<file path="src/mxb_pkg.sv">
package mxb_pkg;

    // widths of the programmed phase fields
    localparam int ADDR_LEN_W = 2;
    localparam int SETUP_LEN_W = 2;
    localparam int STROBE_LEN_W = 4;
    localparam int HOLD_LEN_W = 2;
    localparam int RECOV_LEN_W = 4;
    localparam int CS_DLY_W = 2;

    // shared phase counter and dwell monitor widths
    localparam int PHASE_CNT_W = 4;
    localparam int DWELL_W = 5;

    // a programmed field of n means n + 1 clock periods
    localparam int LEN_BIAS = 1;

    // address stays on the bus this many cycles after the latch strobe falls
    localparam int ADDR_HOLD_CYCLES = 1;

    // read data passes two sync stages before capture
    localparam int RD_CAPTURE_DELAY = 2;

    // pin levels
    localparam logic PIN_INACTIVE = 1'b1;
    localparam logic PIN_ACTIVE = 1'b0;

    typedef enum logic [3:0] {
        S_IDLE,
        S_ALE,
        S_AHOLD,
        S_CSWAIT,
        S_ASETUP,
        S_SETUP,
        S_STROBE,
        S_HOLD,
        S_RECOV
    } mxb_state_t;

endpackage

</file>
<file path="src/mxb_timer_if.sv">
`timescale 1ns/1ps

interface mxb_timer_if #(
    parameter int CNT_W = 4
);
    logic load;
    logic [CNT_W-1:0] load_val;
    logic done;

    modport owner (output load, output load_val, input done);
    modport timer (input load, input load_val, output done);
endinterface
</file>
<file path="src/mxb_access.sv">
`timescale 1ns/1ps

module mxb_access
    import mxb_pkg::*;
#(
    parameter int ADDR_W = 24,
    parameter int DATA_W = 16
) (
    input wire logic mclk_in,
    input wire logic rst_n_in,
    input wire logic req_valid_in,
    input wire logic req_write_in,
    input wire logic [ADDR_W-1:0] req_addr_in,
    input wire logic [DATA_W-1:0] req_wdata_in,
    input wire logic simplex_mode_in,
    input wire logic [ADDR_LEN_W-1:0] address_phase_len_in,
    input wire logic [SETUP_LEN_W-1:0] data_setup_phase_len_in,
    input wire logic [STROBE_LEN_W-1:0] strobe_phase_len_in,
    input wire logic [HOLD_LEN_W-1:0] hold_phase_len_in,
    input wire logic [RECOV_LEN_W-1:0] recovery_phase_len_in,
    input wire logic [CS_DLY_W-1:0] cs_delay_len_in,
    input wire logic [DATA_W-1:0] ad_in,
    output logic req_ready_out,
    output logic [DATA_W-1:0] rd_data_out,
    output logic rd_valid_out,
    output logic address_latch_strobe_out,
    output logic [ADDR_W-1:0] expansion_address_out,
    output logic chip_select_n_out,
    output logic read_strobe_pin_n_out,
    output logic write_strobe_pin_n_out,
    output logic [DATA_W-1:0] ad_out,
    output logic ad_oe_out
);

    mxb_state_t state_q, state_d;
    logic accept;

    // access settings frozen for the whole access
    logic lat_write_q, lat_write_d;
    logic lat_simplex_q, lat_simplex_d;
    logic [ADDR_W-1:0] lat_addr_q, lat_addr_d;
    logic [DATA_W-1:0] lat_wdata_q, lat_wdata_d;
    logic [ADDR_LEN_W-1:0] lat_alen_q, lat_alen_d;
    logic [SETUP_LEN_W-1:0] lat_slen_q, lat_slen_d;
    logic [STROBE_LEN_W-1:0] lat_tlen_q, lat_tlen_d;
    logic [HOLD_LEN_W-1:0] lat_hlen_q, lat_hlen_d;
    logic [RECOV_LEN_W-1:0] lat_rlen_q, lat_rlen_d;
    logic [CS_DLY_W-1:0] lat_cs_q, lat_cs_d;

    // registered pin images
    logic ale_q, ale_d;
    logic cs_n_q, cs_n_d;
    logic rd_n_q, rd_n_d;
    logic wr_n_q, wr_n_d;
    logic oe_q, oe_d;
    logic [DATA_W-1:0] ad_q, ad_d;
    logic ready_q, ready_d;

    // read capture path
    logic [DATA_W-1:0] ad_sync1_q, ad_sync2_q;
    logic cap_p1_q, cap_p1_d;
    logic cap_p2_q, cap_p2_d;
    logic [DATA_W-1:0] rd_data_q, rd_data_d;
    logic rd_valid_q, rd_valid_d;

    mxb_timer_if #(.CNT_W(PHASE_CNT_W)) tmr ();

    mxb_phase_timer #(.CNT_W(PHASE_CNT_W)) u_timer (
        .mclk_in (mclk_in),
        .rst_n_in (rst_n_in),
        .tmr (tmr)
    );

    assign accept = req_valid_in && ready_q;

    always_comb begin
        lat_write_d = lat_write_q;
        lat_simplex_d = lat_simplex_q;
        lat_addr_d = lat_addr_q;
        lat_wdata_d = lat_wdata_q;
        lat_alen_d = lat_alen_q;
        lat_slen_d = lat_slen_q;
        lat_tlen_d = lat_tlen_q;
        lat_hlen_d = lat_hlen_q;
        lat_rlen_d = lat_rlen_q;
        lat_cs_d = lat_cs_q;
        if (accept) begin
            lat_write_d = req_write_in;
            lat_simplex_d = simplex_mode_in;
            lat_addr_d = req_addr_in;
            lat_wdata_d = req_wdata_in;
            lat_alen_d = address_phase_len_in;
            lat_slen_d = data_setup_phase_len_in;
            lat_tlen_d = strobe_phase_len_in;
            lat_hlen_d = hold_phase_len_in;
            lat_rlen_d = recovery_phase_len_in;
            lat_cs_d = cs_delay_len_in;
        end
    end

    always_ff @(posedge mclk_in or negedge rst_n_in) begin
        if (!rst_n_in) begin
            lat_write_q <= 1'b0;
            lat_simplex_q <= 1'b0;
            lat_addr_q <= '0;
            lat_wdata_q <= '0;
            lat_alen_q <= '0;
            lat_slen_q <= '0;
            lat_tlen_q <= '0;
            lat_hlen_q <= '0;
            lat_rlen_q <= '0;
            lat_cs_q <= '0;
        end else begin
            lat_write_q <= lat_write_d;
            lat_simplex_q <= lat_simplex_d;
            lat_addr_q <= lat_addr_d;
            lat_wdata_q <= lat_wdata_d;
            lat_alen_q <= lat_alen_d;
            lat_slen_q <= lat_slen_d;
            lat_tlen_q <= lat_tlen_d;
            lat_hlen_q <= lat_hlen_d;
            lat_rlen_q <= lat_rlen_d;
            lat_cs_q <= lat_cs_d;
        end
    end

    always_comb begin
        state_d = state_q;
        tmr.load = 1'b0;
        tmr.load_val = '0;
        case (state_q)
            S_IDLE: begin
                if (accept) begin
                    tmr.load = 1'b1;
                    tmr.load_val = PHASE_CNT_W'(address_phase_len_in);
                    state_d = simplex_mode_in ? S_ASETUP : S_ALE;
                end
            end
            S_ALE: begin
                if (tmr.done) begin
                    tmr.load = 1'b1;
                    tmr.load_val = PHASE_CNT_W'(ADDR_HOLD_CYCLES - LEN_BIAS);
                    state_d = S_AHOLD;
                end
            end
            S_AHOLD: begin
                tmr.load = 1'b1;
                if (lat_cs_q == '0) begin
                    tmr.load_val = PHASE_CNT_W'(lat_slen_q);
                    state_d = S_SETUP;
                end else begin
                    tmr.load_val = PHASE_CNT_W'(lat_cs_q - CS_DLY_W'(LEN_BIAS));
                    state_d = S_CSWAIT;
                end
            end
            S_CSWAIT, S_ASETUP: begin
                if (tmr.done) begin
                    tmr.load = 1'b1;
                    tmr.load_val = PHASE_CNT_W'(lat_slen_q);
                    state_d = S_SETUP;
                end
            end
            S_SETUP: begin
                if (tmr.done) begin
                    tmr.load = 1'b1;
                    tmr.load_val = PHASE_CNT_W'(lat_tlen_q);
                    state_d = S_STROBE;
                end
            end
            S_STROBE: begin
                if (tmr.done) begin
                    tmr.load = 1'b1;
                    tmr.load_val = PHASE_CNT_W'(lat_hlen_q);
                    state_d = S_HOLD;
                end
            end
            S_HOLD: begin
                if (tmr.done) begin
                    tmr.load = 1'b1;
                    tmr.load_val = PHASE_CNT_W'(lat_rlen_q);
                    state_d = S_RECOV;
                end
            end
            S_RECOV: begin
                if (tmr.done) begin
                    state_d = S_IDLE;
                end
            end
            default: begin
                state_d = S_IDLE;
            end
        endcase
    end

    always_comb begin
        ready_d = (state_d == S_IDLE);
        ale_d = (state_d == S_ALE);
        cs_n_d = (state_d == S_SETUP || state_d == S_STROBE || state_d == S_HOLD) ? PIN_ACTIVE : PIN_INACTIVE;
        rd_n_d = (state_d == S_STROBE && !lat_write_d) ? PIN_ACTIVE : PIN_INACTIVE;
        wr_n_d = (state_d == S_STROBE && lat_write_d) ? PIN_ACTIVE : PIN_INACTIVE;
        oe_d = 1'b0;
        ad_d = ad_q;
        if (state_d == S_ALE || state_d == S_AHOLD) begin
            oe_d = 1'b1;
            ad_d = lat_addr_d[DATA_W-1:0];
        end else if (lat_write_d && (state_d == S_SETUP || state_d == S_STROBE || state_d == S_HOLD)) begin
            oe_d = 1'b1;
            ad_d = lat_wdata_d;
        end
    end

    always_comb begin
        cap_p1_d = (state_q == S_STROBE) && (state_d != S_STROBE) && !lat_write_q;
        cap_p2_d = cap_p1_q;
        rd_valid_d = cap_p2_q;
        rd_data_d = cap_p2_q ? ad_sync2_q : rd_data_q;
    end

    always_ff @(posedge mclk_in or negedge rst_n_in) begin
        if (!rst_n_in) begin
            state_q <= S_IDLE;
            ready_q <= 1'b0;
            ale_q <= 1'b0;
            cs_n_q <= PIN_INACTIVE;
            rd_n_q <= PIN_INACTIVE;
            wr_n_q <= PIN_INACTIVE;
            oe_q <= 1'b0;
            ad_q <= '0;
            ad_sync1_q <= '0;
            ad_sync2_q <= '0;
            cap_p1_q <= 1'b0;
            cap_p2_q <= 1'b0;
            rd_valid_q <= 1'b0;
            rd_data_q <= '0;
        end else begin
            state_q <= state_d;
            ready_q <= ready_d;
            ale_q <= ale_d;
            cs_n_q <= cs_n_d;
            rd_n_q <= rd_n_d;
            wr_n_q <= wr_n_d;
            oe_q <= oe_d;
            ad_q <= ad_d;
            ad_sync1_q <= ad_in;
            ad_sync2_q <= ad_sync1_q;
            cap_p1_q <= cap_p1_d;
            cap_p2_q <= cap_p2_d;
            rd_valid_q <= rd_valid_d;
            rd_data_q <= rd_data_d;
        end
    end

    assign req_ready_out = ready_q;
    assign rd_data_out = rd_data_q;
    assign rd_valid_out = rd_valid_q;
    assign address_latch_strobe_out = ale_q;
    assign expansion_address_out = lat_addr_q;
    assign chip_select_n_out = cs_n_q;
    assign read_strobe_pin_n_out = rd_n_q;
    assign write_strobe_pin_n_out = wr_n_q;
    assign ad_out = ad_q;
    assign ad_oe_out = oe_q;
    // dwell counter for phase checks
    logic leaving;
    logic [DWELL_W-1:0] dwell_q;
    assign leaving = (state_d != state_q);
    always_ff @(posedge mclk_in or negedge rst_n_in) begin
        if (!rst_n_in) begin
            dwell_q <= DWELL_W'(1);
        end else begin
            dwell_q <= leaving ? DWELL_W'(1) : dwell_q + DWELL_W'(1);
        end
    end

    AST_ALE_WIDTH: assert property (@(posedge mclk_in) disable iff (!rst_n_in)
        (state_q == S_ALE && leaving) |-> dwell_q == DWELL_W'(lat_alen_q) + DWELL_W'(LEN_BIAS)
    ) else $error("latch strobe width differs from address phase length");
    AST_ADDR_HOLD: assert property (@(posedge mclk_in) disable iff (!rst_n_in)
        $fell(address_latch_strobe_out) |-> ad_oe_out && ad_out == lat_addr_q[DATA_W-1:0]
            ##1 (!ad_oe_out || (lat_write_q && ad_out == lat_wdata_q))
    ) else $error("address hold after latch strobe not one cycle");
    AST_CS_AFTER_ALE: assert property (@(posedge mclk_in) disable iff (!rst_n_in)
        $fell(address_latch_strobe_out) |-> chip_select_n_out ##[1:4] !chip_select_n_out
    ) else $error("chip select not within four cycles of latch fall");
    AST_SETUP_LEN: assert property (@(posedge mclk_in) disable iff (!rst_n_in)
        (state_q == S_SETUP && leaving) |-> dwell_q == DWELL_W'(lat_slen_q) + DWELL_W'(LEN_BIAS)
    ) else $error("data setup length wrong");
    AST_STROBE_LEN: assert property (@(posedge mclk_in) disable iff (!rst_n_in)
        (state_q == S_STROBE && leaving) |-> dwell_q == DWELL_W'(lat_tlen_q) + DWELL_W'(LEN_BIAS)
    ) else $error("strobe length wrong");
    AST_WDATA_ON_STROBE: assert property (@(posedge mclk_in) disable iff (!rst_n_in)
        !write_strobe_pin_n_out |-> ad_oe_out && ad_out == lat_wdata_q && !chip_select_n_out
    ) else $error("write data not driven under write strobe");
    AST_HOLD_LEN: assert property (@(posedge mclk_in) disable iff (!rst_n_in)
        (state_q == S_HOLD && leaving) |-> dwell_q == DWELL_W'(lat_hlen_q) + DWELL_W'(LEN_BIAS)
    ) else $error("hold length wrong");
    AST_RECOV_LEN: assert property (@(posedge mclk_in) disable iff (!rst_n_in)
        (state_q == S_RECOV && leaving) |-> dwell_q == DWELL_W'(lat_rlen_q) + DWELL_W'(LEN_BIAS)
    ) else $error("recovery gap length wrong");
    AST_RD_CAPTURE: assert property (@(posedge mclk_in) disable iff (!rst_n_in)
        $rose(read_strobe_pin_n_out) |-> ##2 rd_valid_out && rd_data_out == $past(ad_in, 3)
    ) else $error("read data not captured at strobe rise");
    AST_SIMPLEX_NO_ALE: assert property (@(posedge mclk_in) disable iff (!rst_n_in)
        lat_simplex_q |-> !address_latch_strobe_out
    ) else $error("latch strobe active in simplex access");
    AST_ORDER: assert property (@(posedge mclk_in) disable iff (!rst_n_in)
        (state_q == S_STROBE && leaving) |=> state_q == S_HOLD
    ) else $error("phase order broken after strobe");
endmodule // mxb_access

</file>
<file path="src/mxb_phase_timer.sv">
`timescale 1ns/1ps

// counts down a loaded phase length; done in the phase's last cycle
module mxb_phase_timer #(
    parameter int CNT_W = 4
) (
    input wire logic mclk_in,
    input wire logic rst_n_in,
    mxb_timer_if.timer tmr
);
    logic [CNT_W-1:0] cnt_q;
    logic [CNT_W-1:0] cnt_d;

    always_comb begin
        cnt_d = cnt_q;
        if (tmr.load) begin
            cnt_d = tmr.load_val;
        end else if (cnt_q != '0) begin
            cnt_d = cnt_q - CNT_W'(1);
        end
    end

    always_ff @(posedge mclk_in or negedge rst_n_in) begin
        if (!rst_n_in) begin
            cnt_q <= '0;
        end else begin
            cnt_q <= cnt_d;
        end
    end

    assign tmr.done = (cnt_q == '0);

endmodule // mxb_phase_timer

</file>
<file path="config.mk">
export PLATFORM = sky130hd
export DESIGN_NAME = mxb_access
export DESIGN_NICKNAME = d
export VERILOG_FILES = /design/src/mxb_pkg.sv /design/src/mxb_timer_if.sv /design/src/mxb_access.sv /design/src/mxb_phase_timer.sv
export SDC_FILE = /design/constraint.sdc
export NUM_CORES = 1
export LEC_CHECK = 0
export ABC_AREA = 1
export BUFFER_PORTS_ARGS = -buffer_cell sky130_fd_sc_hd__buf_2
export CORE_MARGIN = 3
export CORE_UTILIZATION = 53
export DETAILED_ROUTE_END_ITERATION = 12
export PLACE_DENSITY = 0.91
export SKIP_CTS_REPAIR_TIMING = 1
export SYNTH_ARGS = -nofsm -noshare
export SYNTH_HDL_FRONTEND = slang
export SYNTH_HIERARCHICAL = 1
export SYNTH_SLANG_ARGS = --single-unit
</file>
<file path="constraint.sdc">
create_clock -name mclk_in -period 2.5 [get_ports mclk_in]
set_input_delay 0.25 -clock mclk_in [delete_from_list [all_inputs] [get_ports mclk_in]]
set_output_delay 0.25 -clock mclk_in [all_outputs]
set_load 0.02 [all_outputs]
</file>
After elaboration in Yosys (flattened, before gate mapping)
Index checks and enable logic that the tools add are counted.
W data, S select, Z words.
{ "classes": {"muxes": 32, "eq_ne": 14, "n_addsub": 2, "n_reduce_logical": 20} }
{ "ops": {"columns": ["operator", "n"], "rows": [
  ["$mux W16", 4],
  ["$mux W4", 12],
  ["$pmux W4 S8", 1],
  ["$eq A4 B3 Y1 const B", 7],
  ["$pmux W4 S6", 1],
  ["$eq A4 B2 Y1 const B", 3],
  ["$logic_not A4 Y1", 3],
  ["$eq A4 B1 Y1 const B", 2],
  ["$mux W1", 8],
  ["$logic_and A1 B1 Y1", 6],
  ["$mux W2", 3],
  ["$mux W3", 2],
  ["$reduce_or A6 Y1", 1],
  ["$eq A4 B4 Y1 const B", 1],
  ["$ne A4 B3 Y1 const B", 1],
  ["$reduce_bool A2 Y1", 2],
  ["$reduce_bool A4 Y1", 1],
  ["$sub A4 B1 Y4 const B", 1],
  ["$logic_or A1 B1 Y1", 3],
  ["$pmux W1 S3", 1],
  ["$sub A2 B1 Y3 const B", 1],
  ["$logic_not A1 Y1", 2],
  ["$logic_not A2 Y1", 1],
  ["$reduce_or A2 Y1", 1]
]} }
{ "totals": {"reg_bits": 136, "out_inout_bits": 63, "in_bits": 77, "word_cells": 92} }

Logic depth before layout (Yosys ltp)
Gate-level depths: netlist (run 1).
{ "logic_depth": {"ltp_word": 9, "depth_mapped": 15, "mapped_depth_nobuf": 14} }

By module
Netlist (run 1), hierarchy kept.
{ "by_module_without_submodules": {"columns": ["module", "n_inst", "cells_each", "seq_area_each_um2", "area_each_um2"], "rows": [
  ["mxb_access", 1, 473, 3306.9, 5228.8],
  ["mxb_phase_timer", 1, 34, 100.1, 242.7]
]} }

Worst setup path after synthesis (run 1)
OpenSTA, ideal clock, no wires.
{ "synth_timing": {"path_kind": "register to register", "start": "reg ready_q (netlist: req_ready_out)", "end": "reg u_timer.cnt_q[3]", "stages_incl_launch_ff": 12, "required_ns": 2.383, "arrival_ns": 1.873, "path_slack_ns": 0.509, "n_path_buf": 4, "period_less_slack_ns": 1.991, "setup_ns": 0.117, "path_cell_list": "dfrtp_1 > buf_4 > nand2_1 > buf_4 > buf_2 > buf_2 > o221ai_1 > inv_1 > nand2_1 > inv_1 > nand2_1 > nand2_1"} }
{ "synth_via": {"elab_chain_len": 4, "word_cells_on_any_way": 5, "classes_between": "mux: 3; reduce/logical: 2"} }
{ "synth_rtl": {"columns": ["item", "line_no", "rtl"], "rows": [
  ["start, declared", "mxb_access.sv:57", "logic ready_q, ready_d;"],
  ["start signal, assigned", "mxb_access.sv:237", "ready_q <= ready_d;"],
  ["$logic_and A1 B1 Y1 (*)", "mxb_access.sv:74", "assign accept = req_valid_in && ready_q;"],
  ["$mux W1 (*)", "mxb_access.sv:133", "if (accept) begin"],
  ["$pmux W1 S3 (*)", "mxb_access.sv:131", "case (state_q)"],
  ["named net tmr.load", "mxb_timer_if.sv:6", "logic load;"],
  ["$mux W4 or $reduce_bool A2 Y1 (tied branches)", null, null],
  ["end signal, assigned", "mxb_phase_timer.sv:27", "cnt_q <= cnt_d;"],
  ["end, declared", "mxb_phase_timer.sv:11", "logic [CNT_W-1:0] cnt_q;"]
]} }
The timed path passes the listed nets; every way through them passes the cells marked *.
A chain may end at the register's enable or synchronous reset.

Final worst setup path (run 1)
{ "layout_timing": {"start": "reg u_timer.cnt_q[0]", "end": "reg u_timer.cnt_q[1]"} }
{ "layout_via": {"elab_chain_len": 4, "word_cells_on_any_way": 13, "classes_between": "add/sub: 1; mux: 9; reduce/logical: 3"} }
{ "layout_rtl": {"columns": ["item", "line_no", "rtl"], "rows": [
  ["$logic_not A4 Y1 (*)", "mxb_phase_timer.sv:31", "assign tmr.done = (cnt_q == '0);"],
  ["named net tmr.done", "mxb_timer_if.sv:8", "logic done;"],
  ["$mux W1 (*)", null, null],
  ["$pmux W1 S3 (*)", "mxb_access.sv:131", null],
  ["named net tmr.load", "mxb_timer_if.sv:6", null],
  ["$mux W4 or $reduce_bool A2 Y1 (tied branches)", null, null]
]} }
The timed path passes the listed nets; every way through them passes the cells marked *. The select of a mux whose other input is x is not followed.

==> metrics, run 1 <==
status complete, but fails checks; failing checks negative hold slack; DR vias 4,480; Top Metal Used met4; first-pass GRT wire length 21.8 mm; R2R setup slack 190 ps; Peak VDD IR 757 uV; Final GP Congestion 0.834; Final Instance Area 0.00745 sq mm; dominant synthesized flop cell dfrtp_1; gr usage total 24.3%; Worst slew margin 52.4%; clock sinks 136; worst reg2reg startpoint u_timer/cnt_q[0]; origin of the worst setup path u_timer/cnt_q[0]; Row Count 36; r2r worst-path depth 13; sequential share of the synthesized area 62.3%; first drt pass iteration count 8; met1 WL 5.95 mm; proportion of synthesized area in mux cells 9.88%; vias in the first global route 4,394; Post-Synth XOR/XNOR Area 0.160%; Avg Cell Area, Syn 10.8 sq um; Post-synth ARST share 100%; Die X 108 um; final hold vios 4; highest clock rate 433 MHz; worst skew pair latency 520 ps; DRC 0; final max-slew violation count 0; Final nets 780; flops & latches, synth 136; Comb pwr share 41.1%; Top Ports 140; Initial Utilization 55.2%; max cap viols 0; post-route minimum period 2310 ps; number of synthesized flops with an enable pin 0; post-synthesis simple-gate area fraction 18.1%; Hold WS -17.4 ps; initial DRC count 392; Area Overhead vs Synth 36.2%; sequential share of power 32.7%; Synth Area in Compound Gates 4.07%; TritonCTS Buffers 17; most frequent cells in the layout 138 x buf_2, 133 x dfrtp_1, 111 x nand2_1, 48 x mux2_2, 44 x dlygate4sd3_1; Clock Pin Slew Worst Setup and Hold Paths 60 ps; Crit. End Element flip-flop; WL per Instance 17.7 um; routed wire length 15.0 mm; vias per std cell 5.28; port bufs 139; Clock Tree Buf Depth 2; Antenna Cells 0; worst r2r dst u_timer/cnt_q[1]; P_sw 4.21 mW; Internal 6.25 mW; crit path to u_timer/cnt_q[1]; Sw Ratio 40.2%; Core ar. 0.00991 sq mm; LEAKAGE 3.85 nW; worst-path fanout max 7; Congestion Overflow GR 0; Clk pwr share 26.3%; H-tree lvl count 4; Final HPWL DP 9.08 mm; Final setup viols 0; Worst Clk Skew 13.4 ps; initial antenna violation count 0; post-synthesis adder-cell area fraction 0.229%; Final period util 92.3%; PwrDens 1400 mW/mm^2; placed instance area 0.00629 sq mm; Met3 Wirelength 1.08 mm; final core occ 75.2%; Final ANT Viol Nets 0; startpoint types flip-flop; setup TNS 0 ps; yosys warns 6; largest family of logic cells by synthesized area simple AND/OR/NAND/NOR gates; synth unique cells 32; arrival time worst endpoint 2700 ps; largest net degree at the start of global routing 76; CTS root buf clkbuf_8; syn_nets 585; RSZ-0062 raised after global routing no; Worst EP required 2900 ps; Synth Instances 507; Netlist Area Pre-Place 0.00547 sq mm; Worst-Margin Slew 714 ps; layout cells sized above 1 36.4%; path type of the worst setup path flip-flop to flip-flop; die area 0.0116 sq mm; routed length on met2 7.59 mm; DIE HEIGHT 108 um; commonest non-fill, non-tap cell in the layout buf_2; Hold Path Class input pin to flip-flop; CTS tree yes
[worst min path at each step]
stage / startpoint / endpoint / slack, ps / cells after the start
after global placement: rst_n_in / rd_data_out[3] / 310 / 1
after floorplan: rst_n_in / ad_oe_out / -50 / 0
final: strobe_phase_len_in[1] / lat_tlen_q[1] / -20 / 3
after global routing: req_addr_in[8] / expansion_address_out[8] / -4 / 2
after CTS: rst_n_in / rd_data_out[0] / -240 / 1
after detailed placement: rst_n_in / rd_data_out[1] / 310 / 1
[synth_stat cells, types with 3 or more instances]
master | instances | area share, %
a21oi_1 | 7 | 0.64
and2_1 | 16 | 1.8
buf_2 | 9 | 0.82
buf_4 | 6 | 0.82
clkbuf_1 | 5 | 0.34
dfrtp_1 | 133 | 61
dfstp_2 | 3 | 1.4
inv_1 | 39 | 2.7
inv_2 | 4 | 0.27
mux2_2 | 48 | 9.9
nand2_1 | 112 | 7.7
nand2_2 | 7 | 0.80
nand3_1 | 43 | 3.9
nand3_2 | 4 | 0.73
nor2_1 | 19 | 1.3
nor2_2 | 4 | 0.46
nor3_1 | 3 | 0.27
o21ai_0 | 27 | 2.5
o21ai_1 | 3 | 0.27
[through the flow]
stage	power [mW]	cells	setup slack [ps]
2_1_floorplan	6.24	507	509
3_3_place_gp	7.08	766	309
3_5_place_dp	7.32	766	124
4_1_cts	10.2	798	117
5_1_grt	11.1	848	61.3
6_report	10.5	848	192
[layout make-up]
type,count,area (sq um)
Sequential cell,136,3410
Fill cell,619,2460
Multi-Input combinational cell,306,1780
Timing Repair Buffer,197,1280
Clock buffer,19,442
Clock inverter,13,205
Inverter,44,169
Tap cell,133,166
[routing by layer]
layer	up-vias	GRT usage [%]
met2	220	40.5
met4	0	7.66
met1	2187	31.7
met5	-	0
li1	2038	-
met3	35	5.94
[logic make-up after synthesis]
family | Yosys count
AO/OA/AOI/OAI | 42
XOR/XNOR | 1
adder cells (fa/ha/maj) | 1
buffers and inverters | 65
flip-flops | 136
multiplexers | 48
AND/OR/NAND/NOR | 214
[critical path: stages (launching register included)]
cell and delay (ps):
dfrtp_1 350, inv_1 90, ha_1 260, nand2_1 150, clkinvlp_4 150, buf_4 150
nand2_1 100, nand2_1 80, nand2_1 70, o221ai_1 250, nand2_1 190, o21ai_0 130
nand2_1 130, o21ai_0 80
[state kept, by name, summed over array words and instances, names as in the netlist, 2 cells and up]
register and cells:
state_q 4, expansion_address_out 24, lat_tlen_q 4, u_timer/cnt_q 4, lat_wdata_q 16, lat_rlen_q 4, ad_sync2_q 16, lat_slen_q 2
rd_data_out 16, ad_out 16, ad_sync1_q 16, lat_cs_q 2, lat_hlen_q 2
[power by group through the flow]
stage | Clock (mW) | Combinational (mW) | Sequential, mW
CTS | 2.77 | 4.00 | 3.39
global route | 2.88 | 4.70 | 3.48
detailed placement | 0 | 3.92 | 3.41
finish | 2.74 | 4.29 | 3.42
global placement | 0 | 3.72 | 3.36
floorplan | 0 | 2.42 | 3.82
Note: power is estimated with default switching activity, not from simulation.
==> run 2, diff against run 1 <==
ABC_AREA = default   (was 1)
CORE_UTILIZATION = 52   (was 53)
PLACE_DENSITY = 0.9   (was 0.91)
==> metrics, run 2 <==
LEAKAGE 3.48 nW (-9.6%); r2r worst-path depth 11 (-2); PwrDens 1400 mW/mm^2 (about the same); Area Overhead vs Synth 43.5%; most frequent cells in the layout 138 x buf_2, 133 x dfrtp_1, 72 x mux2_2, 65 x dlygate4sd3_1, 20 x nor2b_1; worst-path fanout max 5 (-2); max FFs per register 24 (unchanged); Congestion Overflow GR 0 (unchanged); max cap viols 0 (unchanged); first drt pass iteration count 7 (-1); worst r2r dst ad_out[9]; largest net degree at the start of global routing 72 (-5.3%); die area 0.0112 sq mm (-3.5%); Worst Clk Skew 12.6 ps (-0.764 ps); dominant synthesized flop cell dfrtp_1; highest clock rate 378 MHz (-13%); CTS root buf clkbuf_8; Peak VDD IR 1090 uV (+44%); layout cells sized above 1 48.3% (+12 points); yosys warns 6 (unchanged); Crit. End Element flip-flop; worst skew pair latency 510 ps (about the same); Synth Instances 355 (-30%); Hold Path Class input pin to flip-flop; path type of the worst setup path flip-flop to flip-flop; Row Count 35 (-2.8%); Worst-Margin Slew 693 ps (-21.1 ps); gr usage total 21.5% (-2.9 points); failing checks negative setup slack; Antenna Cells 0 (unchanged); hold_sp req_addr_in[1]; Clock Tree Buf Depth 2 (unchanged); syn_nets 433 (-26%); post-synth top area cell dfrtp_1; final max-slew violation count 0 (unchanged); vias per std cell 5.44 (+2.9%); WHS Endpoint expansion_address_out[1]; Synth top area share 64.4% (+3.5 points); Final period util 106% (+14 points); most common cell in the netlist dfrtp_1; Top Ports 140 (unchanged); routed wire length 13.4 mm (-10%); post-route minimum period 2650 ps (+340 ps); Post-synth ARST share 100% (unchanged); Netlist Area Pre-Place 0.00517 sq mm (-5.5%); power consumption 10.4 mW (-0.49%); Clock Pin Slew Worst Setup and Hold Paths 70 ps (about the same); Area contributors post-synth dfrtp_1 64%, mux2_2 16%, a221o_1 3.3%, nor2b_1 2.7%, dfstp_2 1.5%; R2R setup slack -150 ps (-340 ps); status complete, but fails checks; Die X 106 um (-1.8%); H-tree lvl count 4 (unchanged); Core ar. 0.00946 sq mm (-4.5%); startpoint types flip-flop; initial DRC count 317 (-19%); synth unique cells 41 (+28%); Initial Utilization 54.7% (-0.56 points); Final HPWL DP 7.80 mm (-14%); Final GP Congestion 0.929 (+11%); initial antenna violation count 0 (unchanged); TritonCTS Buffers 17 (unchanged); vias in the first global route 3,867 (-12%); final core occ 78.4% (+3.2 points); sequential share of the synthesized area 65.9% (+3.6 points); Worst slew margin 53.8% (+1.4 points); Worst EP required 2880 ps (-20 ps); setup TNS -1660 ps (-1660 ps); cell depth of the worst min-delay path 2 (-1); first-pass GRT wire length 18.8 mm (-14%); worst reg2reg startpoint u_timer/cnt_q[1]; Final nets 661 (-15%); Avg Cell Area, Syn 14.6 sq um (+35%); CTS tree yes; flops & latches, synth 136 (unchanged); clock sinks 136 (unchanged); Final setup viols 16 (+16); number of synthesized flops with an enable pin 0 (unchanged); arrival time worst endpoint 3030 ps (+330 ps); port bufs 139 (unchanged); DIE HEIGHT 106 um (-1.8%); final hold vios 0 (-4); fin worst setup slack -147 ps (-340 ps); RSZ-0062 raised after global routing yes; commonest non-fill, non-tap cell in the layout buf_2; DRC 0 (unchanged); WL per Instance 18.5 um (+4.7%); most frequent cells after synthesis 133 x dfrtp_1, 72 x mux2_2, 22 x nor2b_1; Final ANT Viol Nets 0 (unchanged); DR vias 3,942 (-12%)
[run 2: changes by cell type after synthesis, moves of 17 or more]
| cell | delta |
|---|---|
| a221o_1 | +17 |
| nor2b_1 | +22 |
| mux2_2 | +24 |
| nand2_1 | -99 |
| inv_1 | -35 |
| o21ai_0 | -22 |
| nand3_1 | -36 |
[run 2: area by class of cell]
| cell class | count | area (sq um) |
|---|---|---|
| Timing Repair Buffer | 228 | 1560 |
| Sequential cell | 136 | 3410 |
| Fill cell | 558 | 2040 |
| Multi-Input combinational cell | 196 | 1700 |
| Tap cell | 129 | 161 |
| Inverter | 4 | 15.0 |
| Clock inverter | 15 | 158 |
| Clock buffer | 17 | 414 |
[run 2: logic make-up (layout without fill, tap and decap cells)]
logic type | Yosys count | after routing | share of synthesized area (%)
buffers and inverters | 23 | 264 | 2.13
XOR/XNOR | 1 | 1 | 0.169
flip-flops | 136 | 136 | 65.9
adder cells (fa/ha/maj) | 1 | 1 | 0.242
AO/OA/AOI/OAI | 36 | 36 | 5.69
multiplexers | 78 | 78 | 16.8
AND/OR/NAND/NOR | 80 | 80 | 9.03
[run 2: worst max-delay path by stage]
stage / depth (start not counted) / endpoint / start / slack [ps]
detailed placement: 11 / ad_out[15] / u_timer/cnt_q[1] / -180
floorplan: 12 / ad_out[10] / u_timer/cnt_q[1] / -120
global route: 11 / ad_out[15] / u_timer/cnt_q[0] / -280
global placement: 11 / ad_out[15] / u_timer/cnt_q[1] / -150
finish: 11 / ad_out[9] / u_timer/cnt_q[1] / -150
CTS: 11 / ad_out[15] / u_timer/cnt_q[1] / -200
[run 2: power breakdown]
group	leakage, nW	switching [mW]	internal, mW
logic	1.58	2.41	2.05
clock network	0.275	1.03	1.36
registers	1.63	0.478	3.08
[run 2: critical path: stages, from the launching register on]
cell and delay [ps]:
dfrtp_1 390, inv_2 100, ha_4 140, nor3b_4 310
buf_4 180, nand3_2 70, mux2i_1 190, nand3_2 130
nor4b_4 380, nor2b_2 130, buf_4 180, a221o_1 310
[run 2: through the flow]
stage / cells / setup WS (ps) / hold WS, ps / area [sq um]
CTS: 656 / -201 / -248 / 6700
global placement: 624 / -153 / 286 / 6130
global route: 725 / -283 / -9.30 / 7420
finish: 725 / -147 / 5.93 / 7420
floorplan: 355 / -124 / -45.6 / 5200
detailed placement: 624 / -179 / 302 / 6130
[run 2: layer usage]
metal / vias to the layer above / wire length, um / global-route usage, %
met1: 1964 / 4930 / 25.8
met4: 0 / 520 / 9.53
li1: 1724 / - / -
met3: 52 / 828 / 5.82
met2: 202 / 7140 / 36.2
met5: - / 0 / 0
